`src/dcto_params.svh`:
```
`ifndef DCTO_PARAMS_SVH
`define DCTO_PARAMS_SVH

// ========================================
// clock and timing
`define DCTO_CLK_HZ 64'd40000000
`define DCTO_PAIR_WINDOW_MS 64'd1000
`define DCTO_DISCREPANCY_MS 64'd3000
`define DCTO_SHUTDOWN_MAX_MS 64'd10
`define DCTO_MS_TO_CYCLES(ms) (((ms) * `DCTO_CLK_HZ) / 64'd1000)
`define DCTO_PAIR_WINDOW_CYCLES `DCTO_MS_TO_CYCLES(`DCTO_PAIR_WINDOW_MS)
`define DCTO_DISCREPANCY_CYCLES `DCTO_MS_TO_CYCLES(`DCTO_DISCREPANCY_MS)
`define DCTO_SHUTDOWN_MAX_CYCLES `DCTO_MS_TO_CYCLES(`DCTO_SHUTDOWN_MAX_MS)

// ========================================
// widths and reset values
`define DCTO_SPEED_W 16
`define DCTO_SPEED_RST 16'h0000
`define DCTO_RAMP_STEP 16'h0001
`define DCTO_SYNC_STAGES 2

`endif

```
`src/dcto_pkg.sv`:
```
`include "dcto_params.svh"

package dcto_pkg;

   // ========================================
   // drive sequencer states, gray along idle-run-decel
   typedef enum logic [2:0]
   {
      ST_IDLE = 3'h0,
      ST_RUN = 3'h1,
      ST_DECEL = 3'h3,
      ST_TRIP = 3'h2,
      ST_FAULT = 3'h6
   } drive_state_t;

   // ========================================
   // complete state of the monitor
   typedef struct packed
   {
      drive_state_t state;
      logic trip;
      logic fault;
      logic slow_pair;
      logic confirm;
      logic run_prev;
      logic [`DCTO_SPEED_W-1:0] speed;
   } monitor_t;

endpackage : dcto_pkg

```
`src/dual_channel_torque_off_monitor.sv`:
```
// Summary of operation
// - both channels present: start runs, confirm off
// - single channel loss while running removes torque
// - withdrawal cuts torque at once, no ramp
// - any withdrawal raises trip without delay
// - single withdrawal keeps confirm output off
// - after short loss, start clears trip, runs
// - discrepancy beyond threshold sets fault latch
// - fault latched: start never runs motor
// - fault latched: trip stays, confirm off
// - only power cycle clears fault latch
// - paired withdrawal within window asserts confirm
// - both withdrawn: no start, trip immediate
// - confirm held while both withdrawn
// - both restored: confirm drops at once
// - after paired withdrawal, start clears trip
// - stop with channels present decelerates, confirm off
// - trip persists until a start command
// - torque removed within ten milliseconds
`timescale 1ns/1ps
`include "dcto_params.svh"

module dual_channel_torque_off_monitor
#(
   parameter int unsigned PAIR_WINDOW_CYCLES =
      int'(`DCTO_PAIR_WINDOW_CYCLES),
   parameter int unsigned DISCREPANCY_CYCLES =
      int'(`DCTO_DISCREPANCY_CYCLES),
   parameter logic [`DCTO_SPEED_W-1:0] RAMP_STEP = `DCTO_RAMP_STEP
)
(
   // clock and power-on reset
   input wire logic i_clk_sys,
   input wire logic i_rst,
   // demand channels, high while present
   input wire logic i_demand_channel_a,
   input wire logic i_demand_channel_b,
   // operator commands
   input wire logic i_run_cmd,
   input wire logic [`DCTO_SPEED_W-1:0] i_test_speed_setpoint,
   // power stage
   output logic o_torque_enable,
   output logic [`DCTO_SPEED_W-1:0] o_speed_ref,
   output logic o_running,
   // status
   output logic o_torque_removal_trip,
   output logic o_fault_latched,
   output logic o_confirm_output_pos,
   output logic o_confirm_output_neg
);

   dcto_pkg::monitor_t cur;
   dcto_pkg::monitor_t next_cur;

   logic [1:0] chan_sync;
   logic chan_a;
   logic chan_b;
   logic both_present;
   logic none_present;
   logic mismatch;
   logic over_window;
   logic expired;
   logic start_edge;
   logic may_start;

   // ========================================
   // input synchronisation and discrepancy timing
   demand_sync
   #(
      .WIDTH(2)
   )
   u_sync
   (
      .i_clk_sys(i_clk_sys),
      .i_rst(i_rst),
      .i_async({i_demand_channel_b, i_demand_channel_a}),
      .o_sync(chan_sync)
   );

   assign chan_a = chan_sync[0];
   assign chan_b = chan_sync[1];
   assign both_present = chan_a & chan_b;
   assign none_present = !chan_a & !chan_b;
   assign mismatch = chan_a ^ chan_b;

   discrepancy_timer
   #(
      .WINDOW_CYCLES(PAIR_WINDOW_CYCLES),
      .LIMIT_CYCLES(DISCREPANCY_CYCLES)
   )
   u_timer
   (
      .i_clk_sys(i_clk_sys),
      .i_rst(i_rst),
      .i_mismatch(mismatch),
      .o_over_window(over_window),
      .o_expired(expired)
   );

   // run command is a level; only its rising edge starts
   assign start_edge = i_run_cmd & !cur.run_prev;
   assign may_start = start_edge & both_present & !cur.fault;

   // ========================================
   // sequencer
   always_comb
   begin
      next_cur = cur;
      next_cur.run_prev = i_run_cmd;
      // latch has no clear path; reset is the power cycle
      next_cur.fault = cur.fault | expired;
      if (both_present)
      begin
         next_cur.slow_pair = 1'b0;
      end
      else if (mismatch & over_window)
      begin
         // late second withdrawal: no confirmation
         next_cur.slow_pair = 1'b1;
      end
      unique case (cur.state)
         dcto_pkg::ST_IDLE,
         dcto_pkg::ST_TRIP:
         begin
            if (may_start)
            begin
               next_cur.state = dcto_pkg::ST_RUN;
               next_cur.trip = 1'b0;
               next_cur.speed = i_test_speed_setpoint;
            end
         end
         dcto_pkg::ST_RUN:
         begin
            next_cur.speed = i_test_speed_setpoint;
            if (!i_run_cmd)
            begin
               next_cur.state = dcto_pkg::ST_DECEL;
            end
         end
         dcto_pkg::ST_DECEL:
         begin
            if (start_edge)
            begin
               next_cur.state = dcto_pkg::ST_RUN;
               next_cur.speed = i_test_speed_setpoint;
            end
            else if (cur.speed <= RAMP_STEP)
            begin
               next_cur.speed = `DCTO_SPEED_RST;
               next_cur.state = dcto_pkg::ST_IDLE;
            end
            else
            begin
               next_cur.speed = cur.speed - RAMP_STEP;
            end
         end
         dcto_pkg::ST_FAULT:
         begin
            next_cur.speed = `DCTO_SPEED_RST;
         end
         default:
         begin
            next_cur.state = dcto_pkg::ST_FAULT;
            next_cur.speed = `DCTO_SPEED_RST;
         end
      endcase
      // withdrawal overrides all but a latched fault, including a start
      if (!both_present)
      begin
         next_cur.state = dcto_pkg::ST_TRIP;
         next_cur.trip = 1'b1;
         next_cur.speed = `DCTO_SPEED_RST;
      end
      if (next_cur.fault)
      begin
         next_cur.state = dcto_pkg::ST_FAULT;
         next_cur.trip = 1'b1;
         next_cur.speed = `DCTO_SPEED_RST;
      end
      // confirmation only for a clean paired withdrawal
      next_cur.confirm = none_present & !next_cur.fault &
         !next_cur.slow_pair;
   end

   always_ff @(posedge i_clk_sys or posedge i_rst)
   begin
      if (i_rst)
      begin
         cur.state <= dcto_pkg::ST_IDLE;
         cur.trip <= 1'b0;
         cur.fault <= 1'b0;
         cur.slow_pair <= 1'b0;
         cur.confirm <= 1'b0;
         // a run held through power-up needs a fresh rising edge
         cur.run_prev <= 1'b1;
         cur.speed <= `DCTO_SPEED_RST;
      end
      else
      begin
         cur <= next_cur;
      end
   end

   // ========================================
   // outputs
   assign o_torque_enable = (cur.state == dcto_pkg::ST_RUN) ||
      (cur.state == dcto_pkg::ST_DECEL);
   assign o_running = (cur.state == dcto_pkg::ST_RUN);
   assign o_speed_ref = cur.speed;
   assign o_torque_removal_trip = cur.trip;
   assign o_fault_latched = cur.fault;
   assign o_confirm_output_pos = cur.confirm;
   assign o_confirm_output_neg = cur.confirm;
endmodule : dual_channel_torque_off_monitor

```
`src/demand_sync.sv`:
```
`timescale 1ns/1ps
`include "dcto_params.svh"

module demand_sync
#(
   parameter int unsigned WIDTH = 2
)
(
   // clock and reset
   input wire logic i_clk_sys,
   input wire logic i_rst,
   // raw and synchronised levels
   input wire logic [WIDTH-1:0] i_async,
   output logic [WIDTH-1:0] o_sync
);

   typedef struct packed
   {
      logic [WIDTH-1:0] meta;
      logic [WIDTH-1:0] stable;
   } sync_t;

   sync_t cur;
   sync_t next_cur;

   // ========================================
   // per-bit two-stage chain; meta feeds only stable
   always_comb
   begin
      next_cur = cur;
      next_cur.meta = i_async;
      next_cur.stable = cur.meta;
   end

   always_ff @(posedge i_clk_sys or posedge i_rst)
   begin
      if (i_rst)
      begin
         // idle level of closed contacts: no false withdrawal after reset
         cur <= '1;
      end
      else
      begin
         cur <= next_cur;
      end
   end

   genvar g;
   generate
      for (g = 0; g < WIDTH; g++)
      begin : g_bit
         assign o_sync[g] = cur.stable[g];
      end
   endgenerate

endmodule : demand_sync

```
`src/discrepancy_timer.sv`:
```
`timescale 1ns/1ps
`include "dcto_params.svh"

module discrepancy_timer
#(
   parameter int unsigned WINDOW_CYCLES = 40000000,
   parameter int unsigned LIMIT_CYCLES = 120000000,
   parameter int unsigned CNT_W = $clog2(LIMIT_CYCLES + 1)
)
(
   // clock and reset
   input wire logic i_clk_sys,
   input wire logic i_rst,
   // channels disagree
   input wire logic i_mismatch,
   // elapsed disagreement
   output logic o_over_window,
   output logic o_expired
);

   typedef struct packed
   {
      logic [CNT_W-1:0] count;
   } timer_t;

   timer_t cur;
   timer_t next_cur;

   // ========================================
   // saturating count, restarts on agreement
   always_comb
   begin
      next_cur = cur;
      if (!i_mismatch)
      begin
         next_cur.count = '0;
      end
      else if (cur.count < CNT_W'(LIMIT_CYCLES))
      begin
         next_cur.count = cur.count + CNT_W'(1);
      end
   end

   always_ff @(posedge i_clk_sys or posedge i_rst)
   begin
      if (i_rst)
      begin
         cur <= '0;
      end
      else
      begin
         cur <= next_cur;
      end
   end

   assign o_over_window = (cur.count > CNT_W'(WINDOW_CYCLES));
   assign o_expired = (cur.count >= CNT_W'(LIMIT_CYCLES));
endmodule : discrepancy_timer

```
`config.mk`:
```
export PLATFORM = sky130hd
export DESIGN_NAME = dual_channel_torque_off_monitor
export DESIGN_NICKNAME = d
export VERILOG_FILES = /design/src/dcto_pkg.sv /design/src/dual_channel_torque_off_monitor.sv /design/src/demand_sync.sv /design/src/discrepancy_timer.sv
export VERILOG_INCLUDE_DIRS = /design/src /design/src/src
export SDC_FILE = /design/constraint.sdc
export NUM_CORES = 1
export LEC_CHECK = 0
export BUFFER_PORTS_ARGS = -buffer_cell sky130_fd_sc_hd__clkbuf_2
export CAP_MARGIN = 20
export CORE_ASPECT_RATIO = 1.1
export CORE_MARGIN = 2
export CORE_UTILIZATION = 58
export DETAILED_ROUTE_END_ITERATION = 10
export PLACE_DENSITY = 0.83
export SLEW_MARGIN = 40
export SYNTH_ARGS = -nofsm -noshare
export SYNTH_HDL_FRONTEND = slang
export SYNTH_SLANG_ARGS = --single-unit
```
`constraint.sdc`:
```
create_clock -name i_clk_sys -period 2.8 [get_ports i_clk_sys]
set_clock_uncertainty 0.05 [all_clocks]
set_input_delay 0.42 -clock i_clk_sys [delete_from_list [all_inputs] [get_ports i_clk_sys]]
set_output_delay 0.42 -clock i_clk_sys [all_outputs]
set_load 0.02 [all_outputs]
```
# Word level (Yosys, flattened, before mapping)
# Cells that the tools add are included.
totals:
  reg_bits: 55
classes:
  addsub: 2
  n_mux: 18
  eq_ne: 11
  n_bitwise: 10
  reduce_logical: 11
  n_lt_le_gt_ge: 4
op_table:
  columns: ["operator", "n"]
  rows:
  - ["$mux W16", 5]
  - ["$mux W27", 2]
  - ["$pmux W16 S3", 1]
  - ["$add A27 B1 Y27 const B", 1]
  - ["$ge A27 B27 Y1 const B", 1]
  - ["$gt A27 B26 Y1 const B", 1]
  - ["$lt A27 B27 Y1 const B", 1]
  - ["$le A16 B1 Y1 const B", 1]
  - ["$sub A16 B1 Y16 const B", 1]
  - ["$mux W4", 3]
  - ["$pmux W3 S4", 1]
  - ["$mux W3", 3]
  - ["$and A1 B1 Y1", 8]
  - ["$ne A4 B4 Y1 const B", 2]
  - ["$eq A3 B2 Y1 const B", 2]
  - ["$logic_not A1 Y1", 6]
  - ["$ne A3 B2 Y1 const B", 2]
  - ["$ne A5 B5 Y1 const B", 1]
  - ["$reduce_and A4 Y1", 1]
  - ["$eq A3 B1 Y1 const B", 1]
  - ["$eq A3 B3 Y1 const B", 1]
  - ["$logic_not A3 Y1", 1]
  - ["$mux W1", 3]
  - ["$ne A3 B3 Y1 const B", 1]
  - ["6 further kinds", 6]

# Logic depth before layout (Yosys ltp)
# Gate-level depths: netlist of run 1.
logic_depth:
  ltp_word: 8
  ltp_mapped: 8

# By module
# From an unflattened synthesis of run 1, not the netlist that was laid out.
unflattened:
  hier_cells: 363
  hier_area_um2: 3289.4
modules_own_cells:
  columns: ["mod", "area_per_inst_um2", "seq_area_each_um2", "instances", "cells_per_inst"]
  rows:
  - ["discrepancy_timer", 1599.0, 675.6, 1, 181]
  - ["dual_channel_torque_off_monitor", 1566.5, 601.8, 1, 175]
  - ["demand_sync", 123.9, 105.1, 1, 7]

# Worst setup path before layout of run 1
# OpenSTA, ideal clock, no wires.
synth_timing:
  path_kind: "reg2reg"
  start: "register cur, in the netlist o_speed_ref[5]"
  end: "register cur, in the netlist o_speed_ref[13]"
  path_stages_with_launch: 7
  required_ns: 2.623
  path_slack_ns: 0.625
  t_arrival_ns: 1.998
  path_cell_list: "dfrtp_1 > or4_1 > buf_2 > or4_4 > o31a_1 > o21ai_1 > a21oi_1"
synth_between:
  elab_chain_cells: 6
synth_lines:
  columns: ["element", "line", "rtl"]
  rows:
  - ["start: declaration", "dual_channel_torque_off_monitor.sv:52", "dcto_pkg::monitor_t cur;"]
  - ["start signal: assignment", "dual_channel_torque_off_monitor.sv:200", "cur <= next_cur;"]
  - ["$sub A16 B1 Y16 or $le A16 B1 Y1 (tied branches)", "dual_channel_torque_off_monitor.sv:154, dual_channel_torque_off_monitor.sv:147", null]
  - ["$mux W16 (*)", "dual_channel_torque_off_monitor.sv:147", "else if (cur.speed <= RAMP_STEP)"]
  - ["$mux W16 (*)", "dual_channel_torque_off_monitor.sv:142", "if (start_edge)"]
  - ["$pmux W16 S3 (*)", "dual_channel_torque_off_monitor.sv:121", "unique case (cur.state)"]
  - ["$mux W16 (*)", "dual_channel_torque_off_monitor.sv:168", "if (!both_present)"]
  - ["$mux W16 (*)", "dual_channel_torque_off_monitor.sv:174", "if (next_cur.fault)"]
# Mark *: on every way between the ends. The rest lies on a longest branch, timed or not.
# A chain may end at the register's enable or synchronous reset.

# Final worst setup path of run 1
layout_timing:
  start: "register cur, in the netlist o_speed_ref[4]"
  end: "register cur, in the netlist o_speed_ref[13]"
# Same word-level chain as after synthesis.

==> flow_metrics.py, run 1 <==
metrics = {
    "drt": {
        "drtPass1Iterations": 6,
        "drt_iter0_drc": 216,
        "wirelength_mm": 7.499,
        "postRouteAntennaNets": 0,
        "viasPerCell": 6.144,
        "wl_per_cell_um": 15.43,
        "drc": 0,
        "vias": 2986,
    },
    "worst_setup_path": {
        "max_stage_delay_ns": 0.66,
        "endpoint_kind": "flop",
        "r2r_start": "o_speed_ref[4]",
        "start_kind": "flop",
        "rr_worst_depth": 5,
        "critPathMaxFanout": 6,
        "crit_path_top_delay_cell": "or4_1",
        "endpoint": "o_speed_ref[13]",
        "critPathKind": "flop to flop",
        "cp-startpoint": "o_speed_ref[4]",
        "rr_endpoint": "o_speed_ref[13]",
        "worst-endpoint-arrival_ns": 2.58,
        "cp.required_ns": 2.98,
        "cp_cell_sequence": "or4_1, or4_4, nor4_1, o21ai_1, a21oi_1",
        "regToRegSetupSlack_ns": 0.40,
    },
    "sta": {
        "slew_viol_final": 0,
        "tns_ns": 0,
        "tightestPinTransition_ns": 0.8154,
        "hold_viol_final": 0,
        "worst_slack_ns": 0.3960,
        "min_period_ns": 2.404,
        "rsz0062_at_grt": "false",
        "max_freq_mhz": 416.0,
        "timing.final.crit_share_pct": 85.86,
        "setup_viol": 0,
        "max-slew-margin-rel_pct": 45.64,
    },
    "cells_and_area": {
        "finalInstanceArea_mm2": 0.003714,
        "multi_input_area_mm2": 0.001821,
        "layout_common_cells": "dfrtp_1, clkbuf_2, nand2_1",
        "layout_commonest_cell": "dfrtp_1",
        "fin_cells": 486,
        "drive_gt1_share_pct": 17.60,
        "syn2layout_area_growth_pct": 7.497,
        "final_nets": 435,
        "regArea_mm2": 0.001383,
        "num_antenna_cells": 0,
        "final.fill_count": 489,
    },
    "synth": {
        "async_reset_ff_share_pct": 100.0,
        "ys_seq_elements": 55,
        "ys_warn_count": 0,
        "synth_area_leaders": "dfrtp_1, mux2i_1, a21oi_1, nand2_1, dfstp_2",
        "yosysUniqueCellTypes": 58,
        "syn_area_per_cell_um2": 8.881,
        "syn_nets": 416,
        "netlist.area_leader.share_pct": 36.22,
        "yosysSeqAreaShare_pct": 40.02,
        "synth_largest_area_cell": "dfrtp_1",
        "synthFlopType": "dfrtp_1",
        "synth_cells": 389,
        "syn-cell-area_mm2": 0.003455,
        "synth_edf_count": 0,
    },
    "power_and_ir_drop": {
        "p_leak_nw": 1.658,
        "internal-power_w": 0.001098,
        "swShare_pct": 29.88,
        "p_switching_w": 0.0004676,
        "clkPwrFrac_pct": 30.4,
        "p_total_w": 0.001565,
        "ir_worst_vdd_mv": 0.3062,
        "p_comb_share_pct": 15.9,
        "seqPwrFrac_pct": 53.7,
        "cellPowerDensity_mw_per_mm2": 421.5,
    },
    "floorplan": {
        "core_mm2": 0.005769,
        "ios": 43,
        "start_util_pct": 59.88,
        "die_area_mm2": 0.006590,
        "die_w_um": 77.59,
        "rows": 29,
        "die_h_um": 84.94,
    },
    "clocking": {
        "clkSinkCount": 55,
        "cts_hold_buf": 1,
        "cts_buffers": 5,
        "cts_setup_buffers": 0,
        "h-tree-depth": 2,
        "path_clk_slew_ns": 0.11,
        "cts_tree": "yes",
        "cts_buffer_depth": 2,
        "cts_root_buf": "clkbuf_8",
        "clk_latency_ns": 0.31,
        "ctsResizeCount": 0,
    },
    "place": {
        "place_ws_ns": 0.4308,
        "placedInstanceArea_mm2": 0.003598,
        "dp.cells": 477,
        "port-buffer-count": 42,
        "routabilityCongestion": 0.8829,
        "hpwl_mm": 5.362,
    },
    "grt": {
        "track_usage_pct": 23.61,
        "gr-total-overflow": 0,
        "grt_pass1_vias": 2886,
        "grt_pass1_wl_mm": 12.94,
        "antenna_found_initial": 0,
        "grt_max_degree": 38,
    },
    "min_path": {
        "hold_class": "primary input to flop",
    },
    "job": {
        "maxCapViolCount": 0,
    },
    "outcome": {
        "status": "finished clean",
    },
}
[cells by family (layout without fill, tap and decap cells)]
group / Yosys count / after routing / share of synthesized area, %
xor gates and xnor gates: 5 / 5 / 1.268
and+or+nand+nor: 168 / 168 / 27.16
muxes: 17 / 17 / 4.926
AOI/OAI and AO/OA: 87 / 87 / 16.91
adders and majority gates: 6 / 6 / 2.173
buffers and inverters: 51 / 71 / 7.534
DFF: 55 / 55 / 40.02
[metrics by stage]
step	hold slack (ns)	utilization, %
finish	0.1252	64.37
global route	0.1065	64.37
CTS	0.1184	64.22
global placement	0.2956	62.37
floorplan	0.2952	-
detailed placement	0.2968	62.37
[per-layer routing]
metal	GRT usage [%]	vias up	share of wire, %
met1	30.47	1451	44
met2	40.91	77	51
li1	-	1450	-
met3	3.617	8	4.1
met5	0	-	0
met4	7.305	0	1.0
[worst min path at each step]
stage                                  start                to  cells after the start
after floorplan                u_sync.cur[2]  u_sync.o_sync[0]                      0
after global placement                 i_rst    u_timer.cur[4]                      2
after detailed placement       u_sync.cur[3]  u_sync.o_sync[1]                      0
after CTS                 i_demand_channel_a     u_sync.cur[2]                      1
after global routing      i_demand_channel_a     u_sync.cur[2]                      1
final                     i_demand_channel_a     u_sync.cur[2]                      1
[state kept, by name, indices dropped and copies added (netlist names)]
| name | count |
|---|---|
| u_timer.cur | 27 |
| o_speed_ref | 16 |
| cur | 5 |
| u_sync.cur | 2 |
| u_sync.o_sync | 2 |
| o_confirm_output_neg | 1 |
| o_fault_latched | 1 |
| o_torque_removal_trip | 1 |
[cell usage after synthesis (all sizes together) (8+ instances only)]
cell type	count
nor2	19
buf	21
o21ai	14
dfrtp	50
nand3	24
mux2i	17
nand4	9
nor4	11
or4	8
inv	13
nand2	38
nor3	12
clkbuf	16
a21oi	32
nand2b	20
[power by group through the flow]
| stage | Sequential [W] | Clock (W) | Combinational (W) |
|---|---|---|---|
| 2_1_floorplan | 0.000849 | 0 | 0.000191 |
| 5_1_grt | 0.000845 | 0.000515 | 0.000279 |
| 3_3_place_gp | 0.000854 | 0 | 0.000239 |
| 6_report | 0.000841 | 0.000475 | 0.000249 |
| 4_1_cts | 0.000840 | 0.000490 | 0.000248 |
| 3_5_place_dp | 0.000855 | 0 | 0.000245 |
[layout make-up]
type                            count  area share (%)
Clock buffer                        5           1.853
Clock inverter                      3          0.7412
Inverter                           14           1.415
Multi-Input combinational cell    283           49.02
Tap cell                           77           2.594
Sequential cell                    55           37.23
Timing Repair Buffer               49           7.143
[worst max-delay path, delay by kind of cell, from the launching register on]
| family | cells | cell delay [ns] |
|---|---|---|
| flops | 1 | 0.46 |
| compound gates | 2 | 0.32 |
| simple gates | 3 | 1.47 |
(Power assumes the default switching activity.)
==> run 2: changes to the inputs <==
Settings changed: CORE_UTILIZATION 58 to 40, PLACE_DENSITY 0.83 to 0.64.
Clock period 2.8 ns to 2.1 ns, I/O delays scaled along.
==> run 2 against run 1 <==
  * The run now ends with negative setup slack left
  * Register-to-register slack got worse by 0.40 ns
  * Combinational power increased by 78%
  * Sequential power is 32% higher
  * Via count is 11% higher
  * Die area grew 43%
  * Critical path type unchanged
==> flow_metrics.py, run 2 (synthesis results as in run 1) <==
metrics = {
    "sta": {
        "worst_slack_ns": -0.002828,
        "hold_viol_final": 0,
        "max_freq_mhz": 475.6,
        "whs_ns": 0.04355,
        "slew_viol_final": 0,
        "setup_viol": 1,
        "rsz0062_at_grt": "true",
        "max-slew-margin-rel_pct": 52.92,
        "tns_ns": -0.002828,
        "timing.final.crit_share_pct": 100.1,
        "min_period_ns": 2.103,
        "tightestPinTransition_ns": 0.7062,
    },
    "min_path": {
        "hold_class": "primary input to flop",
        "hp-start": "i_run_cmd",
        "hold_depth": 1,
    },
    "floorplan": {
        "die_area_mm2": 0.009397,
        "start_util_pct": 41.30,
        "die_h_um": 101.5,
        "die_w_um": 92.61,
        "core_mm2": 0.008364,
        "ios": 43,
        "rows": 35,
    },
    "grt": {
        "track_usage_pct": 19.87,
        "antenna_found_initial": 0,
        "grt_pass1_vias": 3197,
        "grt_max_degree": 38,
        "grt_pass1_wl_mm": 15.19,
        "gr-total-overflow": 0,
    },
    "cells_and_area": {
        "final.fill_count": 748,
        "regArea_mm2": 0.001384,
        "top_register": "u_timer.cur",
        "syn2layout_area_growth_pct": 29.70,
        "fin_cells": 584,
        "num_antenna_cells": 0,
        "drive_gt1_share_pct": 36.15,
        "largest_reg_flops": 27,
        "final_nets": 499,
        "layout_commonest_cell": "buf_4",
        "layout_common_cells": "buf_4, dfrtp_1, clkbuf_2",
        "utilization_pct": 53.57,
        "multi_input_area_mm2": 0.002034,
    },
    "worst_setup_path": {
        "rr_worst_depth": 5,
        "start_kind": "flop",
        "endpoint_kind": "flop",
        "rr_endpoint": "o_speed_ref[13]",
        "cp.required_ns": 2.27,
        "crit_path_frequent_cell": "or4_4",
        "worst-endpoint-arrival_ns": 2.27,
        "crit_path_top_delay_cell": "or4_4",
        "r2r_start": "o_speed_ref[5]",
        "cp-startpoint": "o_speed_ref[5]",
        "critPathKind": "flop to flop",
        "cp_cell_sequence": "or4_4, or4_4, o31a_1, o21ai_1, a21oi_1",
        "endpoint": "o_speed_ref[13]",
        "critPathMaxFanout": 4,
        "regToRegSetupSlack_ns": -0.003,
        "max_stage_delay_ns": 0.55,
    },
    "drt": {
        "viasPerCell": 5.697,
        "wl_per_cell_um": 15.62,
        "postRouteAntennaNets": 0,
        "wirelength_mm": 9.122,
        "vias": 3327,
        "drc": 0,
        "drtPass1Iterations": 5,
        "drt_iter0_drc": 204,
    },
    "clocking": {
        "clkSinkCount": 55,
        "clk_latency_ns": 0.32,
        "path_clk_slew_ns": 0.11,
        "h-tree-depth": 2,
        "cts_buffers": 5,
        "cts_tree": "yes",
        "cts_buffer_depth": 2,
        "cts_root_buf": "clkbuf_8",
    },
    "place": {
        "hpwl_mm": 6.276,
        "dp.cells": 562,
        "routabilityCongestion": 0.8830,
        "port-buffer-count": 42,
    },
    "power_and_ir_drop": {
        "ir_worst_vdd_mv": 0.3202,
        "p_leak_nw": 1.987,
        "cellPowerDensity_mw_per_mm2": 490.5,
        "p_total_w": 0.002198,
    },
    "job": {
        "maxCapViolCount": 0,
    },
    "outcome": {
        "violations": "negative setup slack",
        "status": "finished with violations",
    },
}
-- run 2: cell types whose count changed in the layout (fill, tap and decap cells not counted), moves of 5 or more --
cell,change
buf_4,+55
a21oi_1,-10
buf_6,+5
a21oi_2,+10
-- run 2: routing by layer --
metal | vias up | part of all wire, % | track usage (%)
li1 | 1578 | - | -
met1 | 1619 | 42 | 25.21
met2 | 117 | 51 | 35.60
met3 | 13 | 5.4 | 2.679
met4 | 0 | 1.3 | 5.626
met5 | - | 0 | 0
-- run 2: worst min path at each step --
stage	endpoint	slack [ns]
final	cur[16]	0.04
after global routing	cur[16]	0.03
after CTS	u_sync.cur[2]	0.003
after detailed placement	u_sync.o_sync[1]	0.30
after global placement	u_sync.o_sync[0]	0.30
after floorplan	cur[16]	0.27
-- run 2: timing repair --
item | 4_1_cts | 5_1_grt
hold endpoints to repair | 21 | 1
setup buffers | 1 | 8
gates resized for setup | 14 | 42
pin swaps | 5 | 14
cloned | 1 | 1
hold buffers | 2 | 1
endpoints found under the setup margin | 23 | 34
-- run 2: power breakdown --
part	internal (W)	switching [W]	total, W
clock	0.000248	0.000394	0.000642
sequential	0.00109	0.0000236	0.00111
combinational	0.000188	0.000256	0.000444
-- run 2: layout make-up --
| cell class | count | share of cell area, % |
|---|---|---|
| Clock buffer | 5 | 1.536 |
| Clock inverter | 3 | 0.6144 |
| Timing Repair Buffer | 112 | 17.29 |
| Tap cell | 111 | 3.100 |
| Sequential cell | 55 | 30.89 |
| Inverter | 14 | 1.173 |
| Multi-Input combinational cell | 284 | 45.41 |
-- run 2: worst max-delay path: cells and delay by family, from the launching register on --
| kind | cells | cell delay, ns |
|---|---|---|
| compound gates | 3 | 0.46 |
| flops | 1 | 0.41 |
| simple gates | 2 | 1.08 |
-- run 2: stage by stage --
stage / cell area [µm²] / setup WS (ns)
after floorplan: 3455 / -0.07479
after global placement: 4036 / -0.05892
after detailed placement: 4040 / -0.04893
after CTS: 4245 / 0.005458
after global routing: 4481 / -0.1094
final: 4481 / -0.002828
